==> config.mk <==
export PLATFORM = sky130hd
export DESIGN_NAME = sfsp_device_flat
export DESIGN_NICKNAME = d
export VERILOG_FILES = /design/src/rtl/sfsp_pkg.sv /design/src/rtl/sfsp_link_if.sv /design/src/rtl/sfsp_device.sv /design/src/rtl/sfsp_sync.sv /design/src/flat_wrapper.sv
export SDC_FILE = /design/constraint.sdc
export NUM_CORES = 1
export LEC_CHECK = 0
export BUFFER_PORTS_ARGS = -buffer_cell sky130_fd_sc_hd__buf_2
export CORE_MARGIN = 4
export CORE_UTILIZATION = 54
export CTS_CLUSTER_SIZE = 10
export DETAILED_ROUTE_END_ITERATION = 10
export MAX_ROUTING_LAYER = met4
export PLACE_DENSITY = 0.76
export SYNTH_ARGS = -nofsm -noshare
export SYNTH_HDL_FRONTEND = slang
export SYNTH_SLANG_ARGS = --single-unit
==> constraint.sdc <==
create_clock -name i_mclk -period 4.1 [get_ports i_mclk]
set_clock_uncertainty 0.05 [all_clocks]
set_input_delay 0.82 -clock i_mclk [delete_from_list [all_inputs] [get_ports i_mclk]]
set_output_delay 0.82 -clock i_mclk [all_outputs]
set_load 0.02 [all_outputs]
==> src/rtl/sfsp_pkg.sv <==
package sfsp_pkg;
    // ==================================================================
    // command codes
    localparam logic [7:0] CMD_WR_ENABLE = 8'h06;
    localparam logic [7:0] CMD_WR_DISABLE = 8'h04;
    localparam logic [7:0] CMD_READ_STATUS = 8'h05;
    localparam logic [7:0] CMD_WRITE_STATUS = 8'h01;
    localparam logic [7:0] CMD_PAGE_PROG = 8'h02;
    localparam logic [7:0] CMD_SECTOR_ERASE = 8'hd8;
    localparam logic [7:0] CMD_BULK_ERASE = 8'hc7;
    // ==================================================================
    // status word layout
    localparam int BUSY_POS = 0;
    localparam int LATCH_POS = 1;
    localparam int GUARD_LO = 2;
    localparam int LOCK_POS = 7;
    localparam logic [7:0] STATUS_WR_MASK = 8'h8c;
    localparam logic [7:0] STATUS_RD_MASK = 8'h8f;
    localparam logic [2:0] GUARD_RESET = 3'h0;
    localparam logic LOCK_RESET = 1'b0;
    localparam int SECTOR_LO = 16;
    localparam logic [7:0] SECTOR_COUNT = 8'h10;
    // byte counts of accepted frames, opcode included
    localparam logic [2:0] LEN_SHORT = 3'h1;
    localparam logic [2:0] LEN_STATUS = 3'h2;
    localparam logic [2:0] LEN_ERASE = 3'h4;
    localparam logic [2:0] LEN_PROG = 3'h5;
    // ==================================================================
    // timing
    localparam int CLK_PERIOD_NS = 8;
    localparam int STATUS_WRITE_TIME_NS = 10000;
    localparam int STATUS_WRITE_CYC =
        (STATUS_WRITE_TIME_NS + CLK_PERIOD_NS - 1) / CLK_PERIOD_NS;
    localparam int ARRAY_OP_TIME_NS = 20000;
    localparam int ARRAY_OP_CYC =
        (ARRAY_OP_TIME_NS + CLK_PERIOD_NS - 1) / CLK_PERIOD_NS;
    localparam int LINK_HALF_DIV = 5;
    // ==================================================================
    // host register map
    localparam logic [31:0] REG_CMD = 32'h0000_0000;
    localparam logic [31:0] REG_TXDATA = 32'h0000_0004;
    localparam logic [31:0] REG_STAT = 32'h0000_0008;
    localparam logic [31:0] REG_GUARD = 32'h0000_000c;
    localparam int CMD_TX_LO = 8;
    localparam int CMD_RX_LO = 11;
    localparam int STAT_RX_LO = 8;
    localparam logic [1:0] RESP_OKAY = 2'h0;
    localparam logic [1:0] RESP_SLVERR = 2'h2;
    // ==================================================================
    // states
    typedef enum logic [3:0] {
        DEV_IDLE = 4'h1,
        DEV_CMD = 4'h2,
        DEV_ARG = 4'h4,
        DEV_OUT = 4'h8
    } sfsp_dev_phase_t;
    typedef enum logic [4:0] {
        HST_IDLE = 5'h01,
        HST_LOW = 5'h02,
        HST_HIGH = 5'h04,
        HST_END = 5'h08,
        HST_GAP = 5'h10
    } sfsp_hst_state_t;
endpackage : sfsp_pkg

==> src/rtl/sfsp_link_if.sv <==
`timescale 1ns/1ps
interface sfsp_link_if;
    logic cs_n;
    logic sclk;
    logic serial_in;
    logic serial_out;
    logic guard_n;
    modport device (input cs_n, input sclk, input serial_in,
        input guard_n, output serial_out);
    modport host (output cs_n, output sclk, output serial_in,
        output guard_n, input serial_out);
endinterface : sfsp_link_if

==> src/rtl/sfsp_device.sv <==
// The implementer's own choices: the AXI4-Lite register port and the address map.
`timescale 1ns/1ps
module sfsp_device #(
    parameter int P_WRITE_CYC = sfsp_pkg::STATUS_WRITE_CYC,
    parameter int P_OP_CYC = sfsp_pkg::ARRAY_OP_CYC
) (
    input wire logic i_mclk,
    input wire logic i_reset,
    sfsp_link_if.device link,
    output logic [7:0] o_status,
    output logic o_hard_lock_mode,
    output logic o_soft_lock_mode,
    output logic o_array_op,
    output logic [7:0] o_array_kind,
    output logic [23:0] o_array_addr
);
    // ==================================================================
    // state
    typedef struct packed {
        logic sclk_prev;
        logic cs_prev;
        sfsp_pkg::sfsp_dev_phase_t phase;
        logic [2:0] bit_cnt;
        logic [2:0] byte_cnt;
        logic [7:0] shift;
        logic [7:0] opcode;
        logic [23:0] addr;
        logic [7:0] wdata;
        logic [2:0] out_cnt;
        logic [7:0] out_sh;
        logic sout;
        logic busy;
        logic [15:0] busy_cnt;
        logic busy_is_wr;
        logic write_latch_flag;
        logic lock;
        logic [2:0] guard;
        logic op_pulse;
        logic [7:0] op_kind;
        logic [23:0] op_addr;
    } sfsp_dev_state_t;

    sfsp_dev_state_t s_r;
    sfsp_dev_state_t s_nxt;
    logic [3:0] pins_sync;
    logic cs_n_s;
    logic sclk_s;
    logic sin_s;
    logic guard_n_s;

    if (P_WRITE_CYC < 1 || P_WRITE_CYC > 65535 ||
        P_OP_CYC < 1 || P_OP_CYC > 65535) begin : g_chk
        $error("sfsp_device: cycle counts must be 1..65535");
    end

    // ==================================================================
    // pin synchronisers
    sfsp_sync #(.WIDTH(4)) u_sync (
        .i_mclk(i_mclk),
        .i_reset(i_reset),
        .i_async({link.cs_n, link.sclk, link.serial_in, link.guard_n}),
        .o_sync(pins_sync)
    );
    assign {cs_n_s, sclk_s, sin_s, guard_n_s} = pins_sync;

    // ==================================================================
    // helpers
    function automatic logic [7:0] status_of(sfsp_dev_state_t st);
        logic [7:0] w;
        w = 8'h00;
        w[sfsp_pkg::BUSY_POS] = st.busy;
        w[sfsp_pkg::LATCH_POS] = st.write_latch_flag;
        w[sfsp_pkg::GUARD_LO +: 3] = st.guard;
        w[sfsp_pkg::LOCK_POS] = st.lock;
        return w & sfsp_pkg::STATUS_RD_MASK;
    endfunction : status_of

    // guarded sectors grow from the top: 1, 2, 4 ... sectors
    function automatic logic area_guarded(logic [2:0] g, logic [23:0] a);
        logic [7:0] cnt;
        logic [7:0] sector;
        cnt = 8'h00;
        sector = {4'h0, a[sfsp_pkg::SECTOR_LO +: 4]};
        if (g != 3'h0) begin
            cnt = 8'h01 << (g - 3'h1);
        end
        if (cnt > sfsp_pkg::SECTOR_COUNT) begin
            cnt = sfsp_pkg::SECTOR_COUNT;
        end
        return (cnt != 8'h00) &&
            (sector >= sfsp_pkg::SECTOR_COUNT - cnt);
    endfunction : area_guarded

    // ==================================================================
    // next state
    always_comb begin
        logic rise;
        logic fall;
        logic sel_end;
        logic hard;
        logic accept;
        logic [7:0] in_byte;
        logic [7:0] nv;
        int cyc;
        rise = 1'b0;
        fall = 1'b0;
        sel_end = 1'b0;
        hard = 1'b0;
        accept = 1'b0;
        in_byte = 8'h00;
        nv = 8'h00;
        cyc = 0;
        s_nxt = s_r;
        s_nxt.sclk_prev = sclk_s;
        s_nxt.cs_prev = cs_n_s;
        s_nxt.op_pulse = 1'b0;
        rise = sclk_s & ~s_r.sclk_prev & ~cs_n_s;
        fall = ~sclk_s & s_r.sclk_prev & ~cs_n_s;
        sel_end = cs_n_s & ~s_r.cs_prev;
        hard = s_r.lock & ~guard_n_s;
        in_byte = {s_r.shift[6:0], sin_s};

        // self-timed cycle
        if (s_r.busy) begin
            if (s_r.busy_cnt == 16'h0000) begin
                s_nxt.busy = 1'b0;
                s_nxt.write_latch_flag = 1'b0;
                if (s_r.busy_is_wr) begin
                    nv = s_r.wdata & sfsp_pkg::STATUS_WR_MASK;
                    s_nxt.lock = nv[sfsp_pkg::LOCK_POS];
                    s_nxt.guard = nv[sfsp_pkg::GUARD_LO +: 3];
                end
            end else begin
                s_nxt.busy_cnt = s_r.busy_cnt - 16'h0001;
            end
        end

        // serial framing
        if (cs_n_s) begin
            s_nxt.phase = sfsp_pkg::DEV_IDLE;
            s_nxt.bit_cnt = 3'h0;
            s_nxt.byte_cnt = 3'h0;
            s_nxt.out_cnt = 3'h0;
            s_nxt.sout = 1'b0;
        end else if (s_r.phase == sfsp_pkg::DEV_IDLE) begin
            s_nxt.phase = sfsp_pkg::DEV_CMD;
        end else if (rise && (s_r.phase == sfsp_pkg::DEV_CMD ||
                              s_r.phase == sfsp_pkg::DEV_ARG)) begin
            s_nxt.shift = in_byte;
            s_nxt.bit_cnt = s_r.bit_cnt + 3'h1;
            if (s_r.bit_cnt == 3'h7) begin
                if (s_r.byte_cnt != 3'h7) begin
                    s_nxt.byte_cnt = s_r.byte_cnt + 3'h1;
                end
                case (s_r.phase)
                    sfsp_pkg::DEV_CMD: begin
                        s_nxt.opcode = in_byte;
                        if (in_byte == sfsp_pkg::CMD_READ_STATUS) begin
                            s_nxt.phase = sfsp_pkg::DEV_OUT;
                            s_nxt.out_sh = status_of(s_r);
                        end else begin
                            s_nxt.phase = sfsp_pkg::DEV_ARG;
                        end
                    end
                    default: begin
                        if (s_r.byte_cnt <= 3'h3) begin
                            s_nxt.addr = {s_r.addr[15:0], in_byte};
                        end
                        if (s_r.byte_cnt == 3'h1) begin
                            s_nxt.wdata = in_byte;
                        end
                    end
                endcase
            end
        end else if (fall && s_r.phase == sfsp_pkg::DEV_OUT) begin
            s_nxt.sout = s_r.out_sh[7];
            s_nxt.out_cnt = s_r.out_cnt + 3'h1;
            if (s_r.out_cnt == 3'h7) begin
                s_nxt.out_sh = status_of(s_r);
            end else begin
                s_nxt.out_sh = {s_r.out_sh[6:0], 1'b0};
            end
        end

        // command execution at deselect, on a byte boundary only
        if (sel_end && s_r.phase == sfsp_pkg::DEV_ARG &&
            s_r.bit_cnt == 3'h0 && !s_r.busy) begin
            case (s_r.opcode)
                sfsp_pkg::CMD_WR_ENABLE: begin
                    if (s_r.byte_cnt == sfsp_pkg::LEN_SHORT) begin
                        s_nxt.write_latch_flag = 1'b1;
                    end
                end
                sfsp_pkg::CMD_WR_DISABLE: begin
                    if (s_r.byte_cnt == sfsp_pkg::LEN_SHORT) begin
                        s_nxt.write_latch_flag = 1'b0;
                    end
                end
                sfsp_pkg::CMD_WRITE_STATUS: begin
                    accept = s_r.byte_cnt == sfsp_pkg::LEN_STATUS &&
                        s_r.write_latch_flag && !hard;
                    cyc = P_WRITE_CYC;
                end
                sfsp_pkg::CMD_PAGE_PROG: begin
                    accept = s_r.byte_cnt >= sfsp_pkg::LEN_PROG &&
                        s_r.write_latch_flag &&
                        !area_guarded(s_r.guard, s_r.addr);
                    cyc = P_OP_CYC;
                end
                sfsp_pkg::CMD_SECTOR_ERASE: begin
                    accept = s_r.byte_cnt == sfsp_pkg::LEN_ERASE &&
                        s_r.write_latch_flag &&
                        !area_guarded(s_r.guard, s_r.addr);
                    cyc = P_OP_CYC;
                end
                sfsp_pkg::CMD_BULK_ERASE: begin
                    accept = s_r.byte_cnt == sfsp_pkg::LEN_SHORT &&
                        s_r.write_latch_flag && s_r.guard == 3'h0;
                    cyc = P_OP_CYC;
                end
                default: begin
                    accept = 1'b0;
                end
            endcase
            if (accept) begin
                s_nxt.busy = 1'b1;
                s_nxt.busy_cnt = 16'(cyc - 1);
                s_nxt.busy_is_wr =
                    s_r.opcode == sfsp_pkg::CMD_WRITE_STATUS;
                s_nxt.op_pulse =
                    s_r.opcode != sfsp_pkg::CMD_WRITE_STATUS;
                s_nxt.op_kind = s_r.opcode;
                s_nxt.op_addr = s_r.addr;
            end
        end
    end

    // ==================================================================
    // registers
    always_ff @(posedge i_mclk or posedge i_reset) begin
        if (i_reset) begin
            s_r <= '0;
            s_r.phase <= sfsp_pkg::DEV_IDLE;
            s_r.sclk_prev <= 1'b0;
            s_r.cs_prev <= 1'b1;
            s_r.lock <= sfsp_pkg::LOCK_RESET;
            s_r.guard <= sfsp_pkg::GUARD_RESET;
        end else begin
            s_r <= s_nxt;
        end
    end

    // ==================================================================
    // outputs
    assign link.serial_out = s_r.sout;
    assign o_status = status_of(s_r);
    assign o_hard_lock_mode = s_r.lock & ~guard_n_s;
    assign o_soft_lock_mode = s_r.guard != 3'h0;
    assign o_array_op = s_r.op_pulse;
    assign o_array_kind = s_r.op_kind;
    assign o_array_addr = s_r.op_addr;
endmodule : sfsp_device

==> src/rtl/sfsp_sync.sv <==
`timescale 1ns/1ps
module sfsp_sync #(
    parameter int WIDTH = 1
) (
    input wire logic i_mclk,
    input wire logic i_reset,
    input wire logic [WIDTH-1:0] i_async,
    output logic [WIDTH-1:0] o_sync
);
    typedef struct packed {
        logic [WIDTH-1:0] stage1;
        logic [WIDTH-1:0] stage2;
    } sfsp_sync_state_t;

    sfsp_sync_state_t s_r;
    sfsp_sync_state_t s_nxt;

    if (WIDTH < 1) begin : g_chk
        $error("sfsp_sync: WIDTH must be at least 1");
    end

    always_comb begin
        s_nxt.stage1 = i_async;
        s_nxt.stage2 = s_r.stage1;
    end

    always_ff @(posedge i_mclk or posedge i_reset) begin
        if (i_reset) begin
            s_r <= '0;
        end else begin
            s_r <= s_nxt;
        end
    end

    assign o_sync = s_r.stage2;
endmodule : sfsp_sync

==> src/flat_wrapper.sv <==
// flat-port wrapper written by rule: the top's interface ports become plain ports
module sfsp_device_flat 
#(
    parameter int P_WRITE_CYC = sfsp_pkg::STATUS_WRITE_CYC,
    parameter int P_OP_CYC = sfsp_pkg::ARRAY_OP_CYC
)
  (i_mclk, i_reset, o_status, o_hard_lock_mode, o_soft_lock_mode, o_array_op, o_array_kind, o_array_addr, link_cs_n, link_sclk, link_serial_in, link_guard_n, link_serial_out);
  sfsp_link_if link_i ();
  input wire logic i_mclk;
  input wire logic i_reset;
  output logic [7:0] o_status;
  output logic o_hard_lock_mode;
  output logic o_soft_lock_mode;
  output logic o_array_op;
  output logic [7:0] o_array_kind;
  output logic [23:0] o_array_addr;
  input wire logic [$bits(link_i.cs_n)-1:0] link_cs_n;
  input wire logic [$bits(link_i.sclk)-1:0] link_sclk;
  input wire logic [$bits(link_i.serial_in)-1:0] link_serial_in;
  input wire logic [$bits(link_i.guard_n)-1:0] link_guard_n;
  output wire logic [$bits(link_i.serial_out)-1:0] link_serial_out;
  assign link_i.cs_n = link_cs_n;
  assign link_i.sclk = link_sclk;
  assign link_i.serial_in = link_serial_in;
  assign link_i.guard_n = link_guard_n;
  assign link_serial_out = link_i.serial_out;
  sfsp_device #(.P_WRITE_CYC(P_WRITE_CYC), .P_OP_CYC(P_OP_CYC)) u_core (.i_mclk(i_mclk), .i_reset(i_reset), .link(link_i), .o_status(o_status), .o_hard_lock_mode(o_hard_lock_mode), .o_soft_lock_mode(o_soft_lock_mode), .o_array_op(o_array_op), .o_array_kind(o_array_kind), .o_array_addr(o_array_addr));
endmodule
Word-level counts from Yosys, hierarchy flattened
Index checks and enable logic that the tools add are counted.

operators by class
  add/subtract/negate cells = 8
  bitwise operators = 13
  mux-type cells = 52
  reduce and logical (&&, ||, !) cells = 46
  eq/ne operators = 23
  shift-type cells = 1
  order comparisons = 6

operators by type and width
  cell                                                            number
  two-way mux 8 bit                                               18
  two-way mux 33 bit                                              2
  two-way mux 66 bit                                              1
  two-way mux 58 bit                                              1
  two-way mux 40 bit                                              1
  two-way mux 16 bit                                              2
  two-way mux 32 bit                                              1
  == test 8 x 3 -> 1 bit (second input constant)                  3
  two-way mux 24 bit                                              1
  one-hot mux 12 bit (2 select lines)                             1
  two-way mux 4 bit                                               5
  two-way mux 19 bit                                              1
  two-way mux 18 bit                                              1
  AND reduction 6 bit                                             3
  two-way mux 17 bit                                              1
  == test 8 bit (second input constant)                           2
  >= comparator 4 x 8 -> 1 bit                                    2
  greater-than comparator 8 x 5 -> 1 bit (second input constant)  2
  zero test 16 bit                                                1
  nonzero test 8 bit                                              2
  subtractor 16 x 1 -> 16 bit (second input constant)             1
  subtractor 16 x 2 -> 16 bit (second input constant)             1
  subtractor 5 x 8 -> 8 bit (first input constant)                2
  logical AND 1 bit                                               15
  other kinds (37)                                                79

storage, ports and cells
  input port bits = 6
  logic and storage cells = 172
  output and inout port bits = 44
  flip-flop bits (word level) = 135

Logic depth before layout (Yosys ltp)
  depth in word-level cells = 19
  mapped depth = 11

Modules after synthesis
From an unflattened synthesis, not the netlist that was laid out.

second synthesis, totals
  cell total of the unflattened synthesis = 496
  area, all modules = 6022.0 um^2

modules (own cells, without submodules)
  module       times used  seq. area each (um^2)  cells an instance  area an instance (um^2)
  sfsp_device  1           3030.4                 487                5818.1
  sfsp_sync    1           200.2                  9                  203.9

Least setup slack after synthesis
Ideal clock, no wire load.

  kind = register to register
  start point = reg u_core.s_r, in the netlist u_core.o_status[2]
  end point = reg u_core.s_r, in the netlist u_core.o_array_addr[0]
  slack = 1705 ps
  period minus slack after synthesis = 2395 ps
  buffers on the path = 2
  data arrival time = 2220 ps
  cell stages (with the launch flop) = 11
  cell sequence = dfrtp_1 ha_1 ha_1 nand2b_1 a21o_1 a211oi_1 nor3_1 o22ai_2 buf_6 buf_12 mux2_4

between the ends
  cells in the longest elaborated chain, start to end = 17

ends and longest elaborated chain
  item                                    line                                    text
  from (decl)                             sfsp_device.sv:43                       sfsp_dev_state_t s_r;
  from (signal assigned)                  sfsp_device.sv:249                      s_r <= s_nxt;
  subtractor 2 x 1 -> 3 bit               sfsp_device.sv:85                       cnt = 8'h01 << (g - 3'h1);
  << shifter 1 x 3 -> 8 bit               sfsp_device.sv:85
  two-way mux 8 bit                       sfsp_device.sv:84                       if (g != 3'h0) begin
  two-way mux 8 bit                       sfsp_device.sv:188                      case (s_r.opcode)
  two-way mux 8 bit                       sfsp_device.sv:186                      if (sel_end && s_r.phase == sfsp_pkg::DEV_ARG &&
  greater-than comparator 8 x 5 -> 1 bit  sfsp_device.sv:87                       if (cnt > sfsp_pkg::SECTOR_COUNT) begin
  two-way mux 8 bit                       sfsp_device.sv:87
  two-way mux 8 bit                       sfsp_device.sv:188
  two-way mux 8 bit                       sfsp_device.sv:186
  subtractor 5 x 8 -> 8 bit               sfsp_device.sv:91                       (sector >= sfsp_pkg::SECTOR_COUNT - cnt);
  >= comparator 4 x 8 -> 1 bit            sfsp_device.sv:91
  logical AND 1 bit                       sfsp_device.sv:90                       return (cnt != 8'h00) &&
  zero test 1 bit (on tied branches)      sfsp_device.sv:213, sfsp_device.sv:207
  logical AND 1 bit (on tied branches)    sfsp_device.sv:212, sfsp_device.sv:206
  one-hot mux 1 bit (4 select lines) *    sfsp_device.sv:188
  two-way mux 1 bit *                     sfsp_device.sv:186
  AND reduction 2 bit (no source line) *  --

Mark *: on every way between the ends. The rest lies on a longest branch, timed or not. The select of a mux whose other input is x is not followed.
A chain may end at the register's enable or synchronous reset.

Worst setup path in the final report
  start point = reg u_core.s_r, in the netlist u_core.o_status[2]
  end point = reg u_core.s_r, in the netlist u_core.o_array_addr[19]

Same word-level chain as after synthesis.

==> reports/metrics.cfg <==
[status]
status=finished, final reports clean

[clock_tree]
path_clk_slew_ns=0.05
cts_htree_levels=4
cts_made_buffers=17
cts_buffer_depth=2
cts_resized=0
postCtsHoldBufs=0
tritoncts=done
clk_latency_ns=0.41
cts_root_buf=clkbuf_16
cts.sinks=129
post-cts-setup-buffers=0

[final_layout]
syn_to_final_growth_pct=10.8
nNetsFinal=549
final_cell_mix=dfrtp_1 (127), nand2_1 (50), buf_2 (46)
final_common_cell=dfrtp_1
fin_util_pct=62.1
layout.cells.non_filler=674
diodes=0
drive_gt1_share_pct=30.5

[synth]
synth-edff-count=0
ys_seq_area_share_pct=52.2
syn_area_um2=6180
async_reset_ff_share_pct=100
yosysWarnings=0
synth.distinct_cells=55
syn_inst=503
ys_ff_latch=129
syn_avg_cell_area_um2=12.3
ys_dominant_reg_cell=dfrtp_1

[floorplan]
core-area_um2=11000
die_h_um=115
initial_core_util_pct=56.1
row_count=38
io_pins=50
die_x_um=115
dieArea_um2=13200

[placed_design]
port_buffers=46
dp_cells=642
pre_cts_ws_ns=1.33
place_congestion=0.864
hpwlAfterDp_um=7600

[sta]
slew_headroom_pct=24.2
rsz0062_at_grt=false
layout_setup_ws_ns=1.32
worstMarginPinSlew_ns=1.13
tns_ns=0
setup_viol=0
hold_viol=0
fmax_mhz=360
finalMaxSlewViolations=0
fin_crit_sh_pct=67.8
min_period_ns=2.78

[setup_path]
crit_family=compound AO/OA/AOI/OAI gates
cp_max_fo=29
worstPathRequired_ns=4.34
crit_type=reg2reg
crit_buf_inv=1
end_kind=register
cp-start-kind=register
cpMaxStageDelayCell=buf_4
crit_top_cell=ha_1
crit_arrival_ns=3.02
critPathMaxStageDelay_ns=0.46
worstPathCellList=ha_1 > ha_1 > nand2b_1 > a21o_1 > a211oi_1 > nor3_1 > o22ai_4 > buf_4 > mux2_2

[global_route]
grt_util_all_layers_pct=18.7
grt_overflow=0
grt_max_degree=73
grt_pass1_wl_um=18700
grt_pass1_vias=3780
antenna_found_initial=0

[route]
viasPerCell=5.43
drtPass1Iterations=4
vias=3661
drt_iter0_drc=291
drc=0
antenna_left=0
wl_per_cell_um=16.3
drt-total-wl_um=11000

[pwr]
cellPowerDensity_nw_per_um2=420
power.leakage_nw=3.50
peakVddDrop_uv=377

[worst_hold_path]
hp-class=reg2reg

[job]
maxCapViolCount=0

## cell families (layout without fill, tap and decap cells)
group	count (synthesis)	count (layout)	share of synthesized area, %
compound gates	43	43	5.00
xor+xnor	14	14	1.98
fa+ha+maj	22	22	4.45
buf+inv	73	102	7.97
flops	129	129	52.2
mux	90	90	17.5
other cells	1	3	0.0606
simple gates	131	131	10.8
## synth_stat cells (all sizes together), types with 2 or more instances
cell type / instances / area [µm²]
nand2b: 5 / 31.3
ha: 22 / 275
or4: 5 / 45.0
a21oi: 7 / 35.0
nand2: 50 / 188
dfstp: 2 / 52.6
nor4: 8 / 56.3
inv: 20 / 75.1
nand4: 4 / 25.0
clkbuf: 4 / 15.0
or3: 3 / 18.8
nor3: 11 / 60.1
o22ai: 2 / 18.8
xnor2: 9 / 78.8
mux2i: 22 / 220
a22o: 2 / 17.5
a311oi: 2 / 17.5
mux2: 68 / 860
buf: 49 / 403
xor2: 5 / 43.8
nand3b: 4 / 30.0
nand3: 4 / 20.0
nor2: 23 / 88.8
dfrtp: 127 / 3180
a21o: 4 / 30.0
nor3b: 2 / 15.0
nor2b: 3 / 18.8
o21ai: 17 / 85.1
and3: 2 / 12.5
## per-layer routing
layer | track usage [%] | vias up | part of all wire [%]
met5 | - | - | 0
li1 | - | 1743 | -
met4 | 6.96 | 0 | 1.4
met1 | 23.0 | 1829 | 45
met3 | 5.63 | 14 | 3.7
met2 | 29.2 | 75 | 50
## report_power, final
group          switching (mW)  internal, mW  leakage, nW
Clock                   0.516          1.02        0.306
Sequential             0.0142          1.29         1.77
Combinational          0.0384        0.0118         1.42
## sequential cells by signal (all words and copies together), names as in the netlist
register                flops
u_core.u_sync.s_nxt         4
u_core.link.serial_out      1
u_core.s_r                 82
u_core.o_array_addr        24
u_core.o_array_kind         8
u_core.o_status             5
u_core.o_array_op           1
u_core.u_sync.o_sync        4
## cell type report
| type | count | area, µm² |
|---|---|---|
| multi-input cells | 303 | 2480 |
| inverters | 20 | 78.8 |
| repair buffers | 50 | 273 |
| clock inverters | 10 | 131 |
| flip-flops and latches | 129 | 3230 |
| well taps | 140 | 175 |
| fillers | 844 | 4180 |
| clock buffers | 22 | 484 |
## worst paths after layout
path	from	to	slack, ns	depth (start not counted)
max	u_core.o_status[2]	u_core.o_array_addr[19]	1.32	9
min	u_core.u_sync.s_nxt[2]	u_core.u_sync.o_sync[2]	0.30	0
max reg2reg	u_core.o_status[2]	u_core.o_array_addr[19]	1.32	9
min reg2reg	u_core.u_sync.s_nxt[2]	u_core.u_sync.o_sync[2]	0.30	0
max in group asynchronous	i_reset	u_core.o_array_addr[23]	2.83	3
min in group asynchronous	i_reset	u_core.o_array_kind[5]	0.31	2
## worst reg2reg max path, cell delays in order (launching register included)
cell and delay [ns]:
dfrtp_1 0.41, ha_1 0.21, ha_1 0.26, nand2b_1 0.14
a21o_1 0.17, a211oi_1 0.29, nor3_1 0.13, o22ai_4 0.14
buf_4 0.46, mux2_2 0.40
## stage by stage
stage	power, mW	hold slack [ns]	instance area [µm²]
finish	2.88	0.297	6860
global route	2.98	0.306	6860
floorplan	1.36	0.281	6200
CTS	2.91	0.298	6860
global placement	1.37	0.285	6240
detailed placement	1.37	0.286	6240
Note: power is estimated with default switching activity, not from simulation.
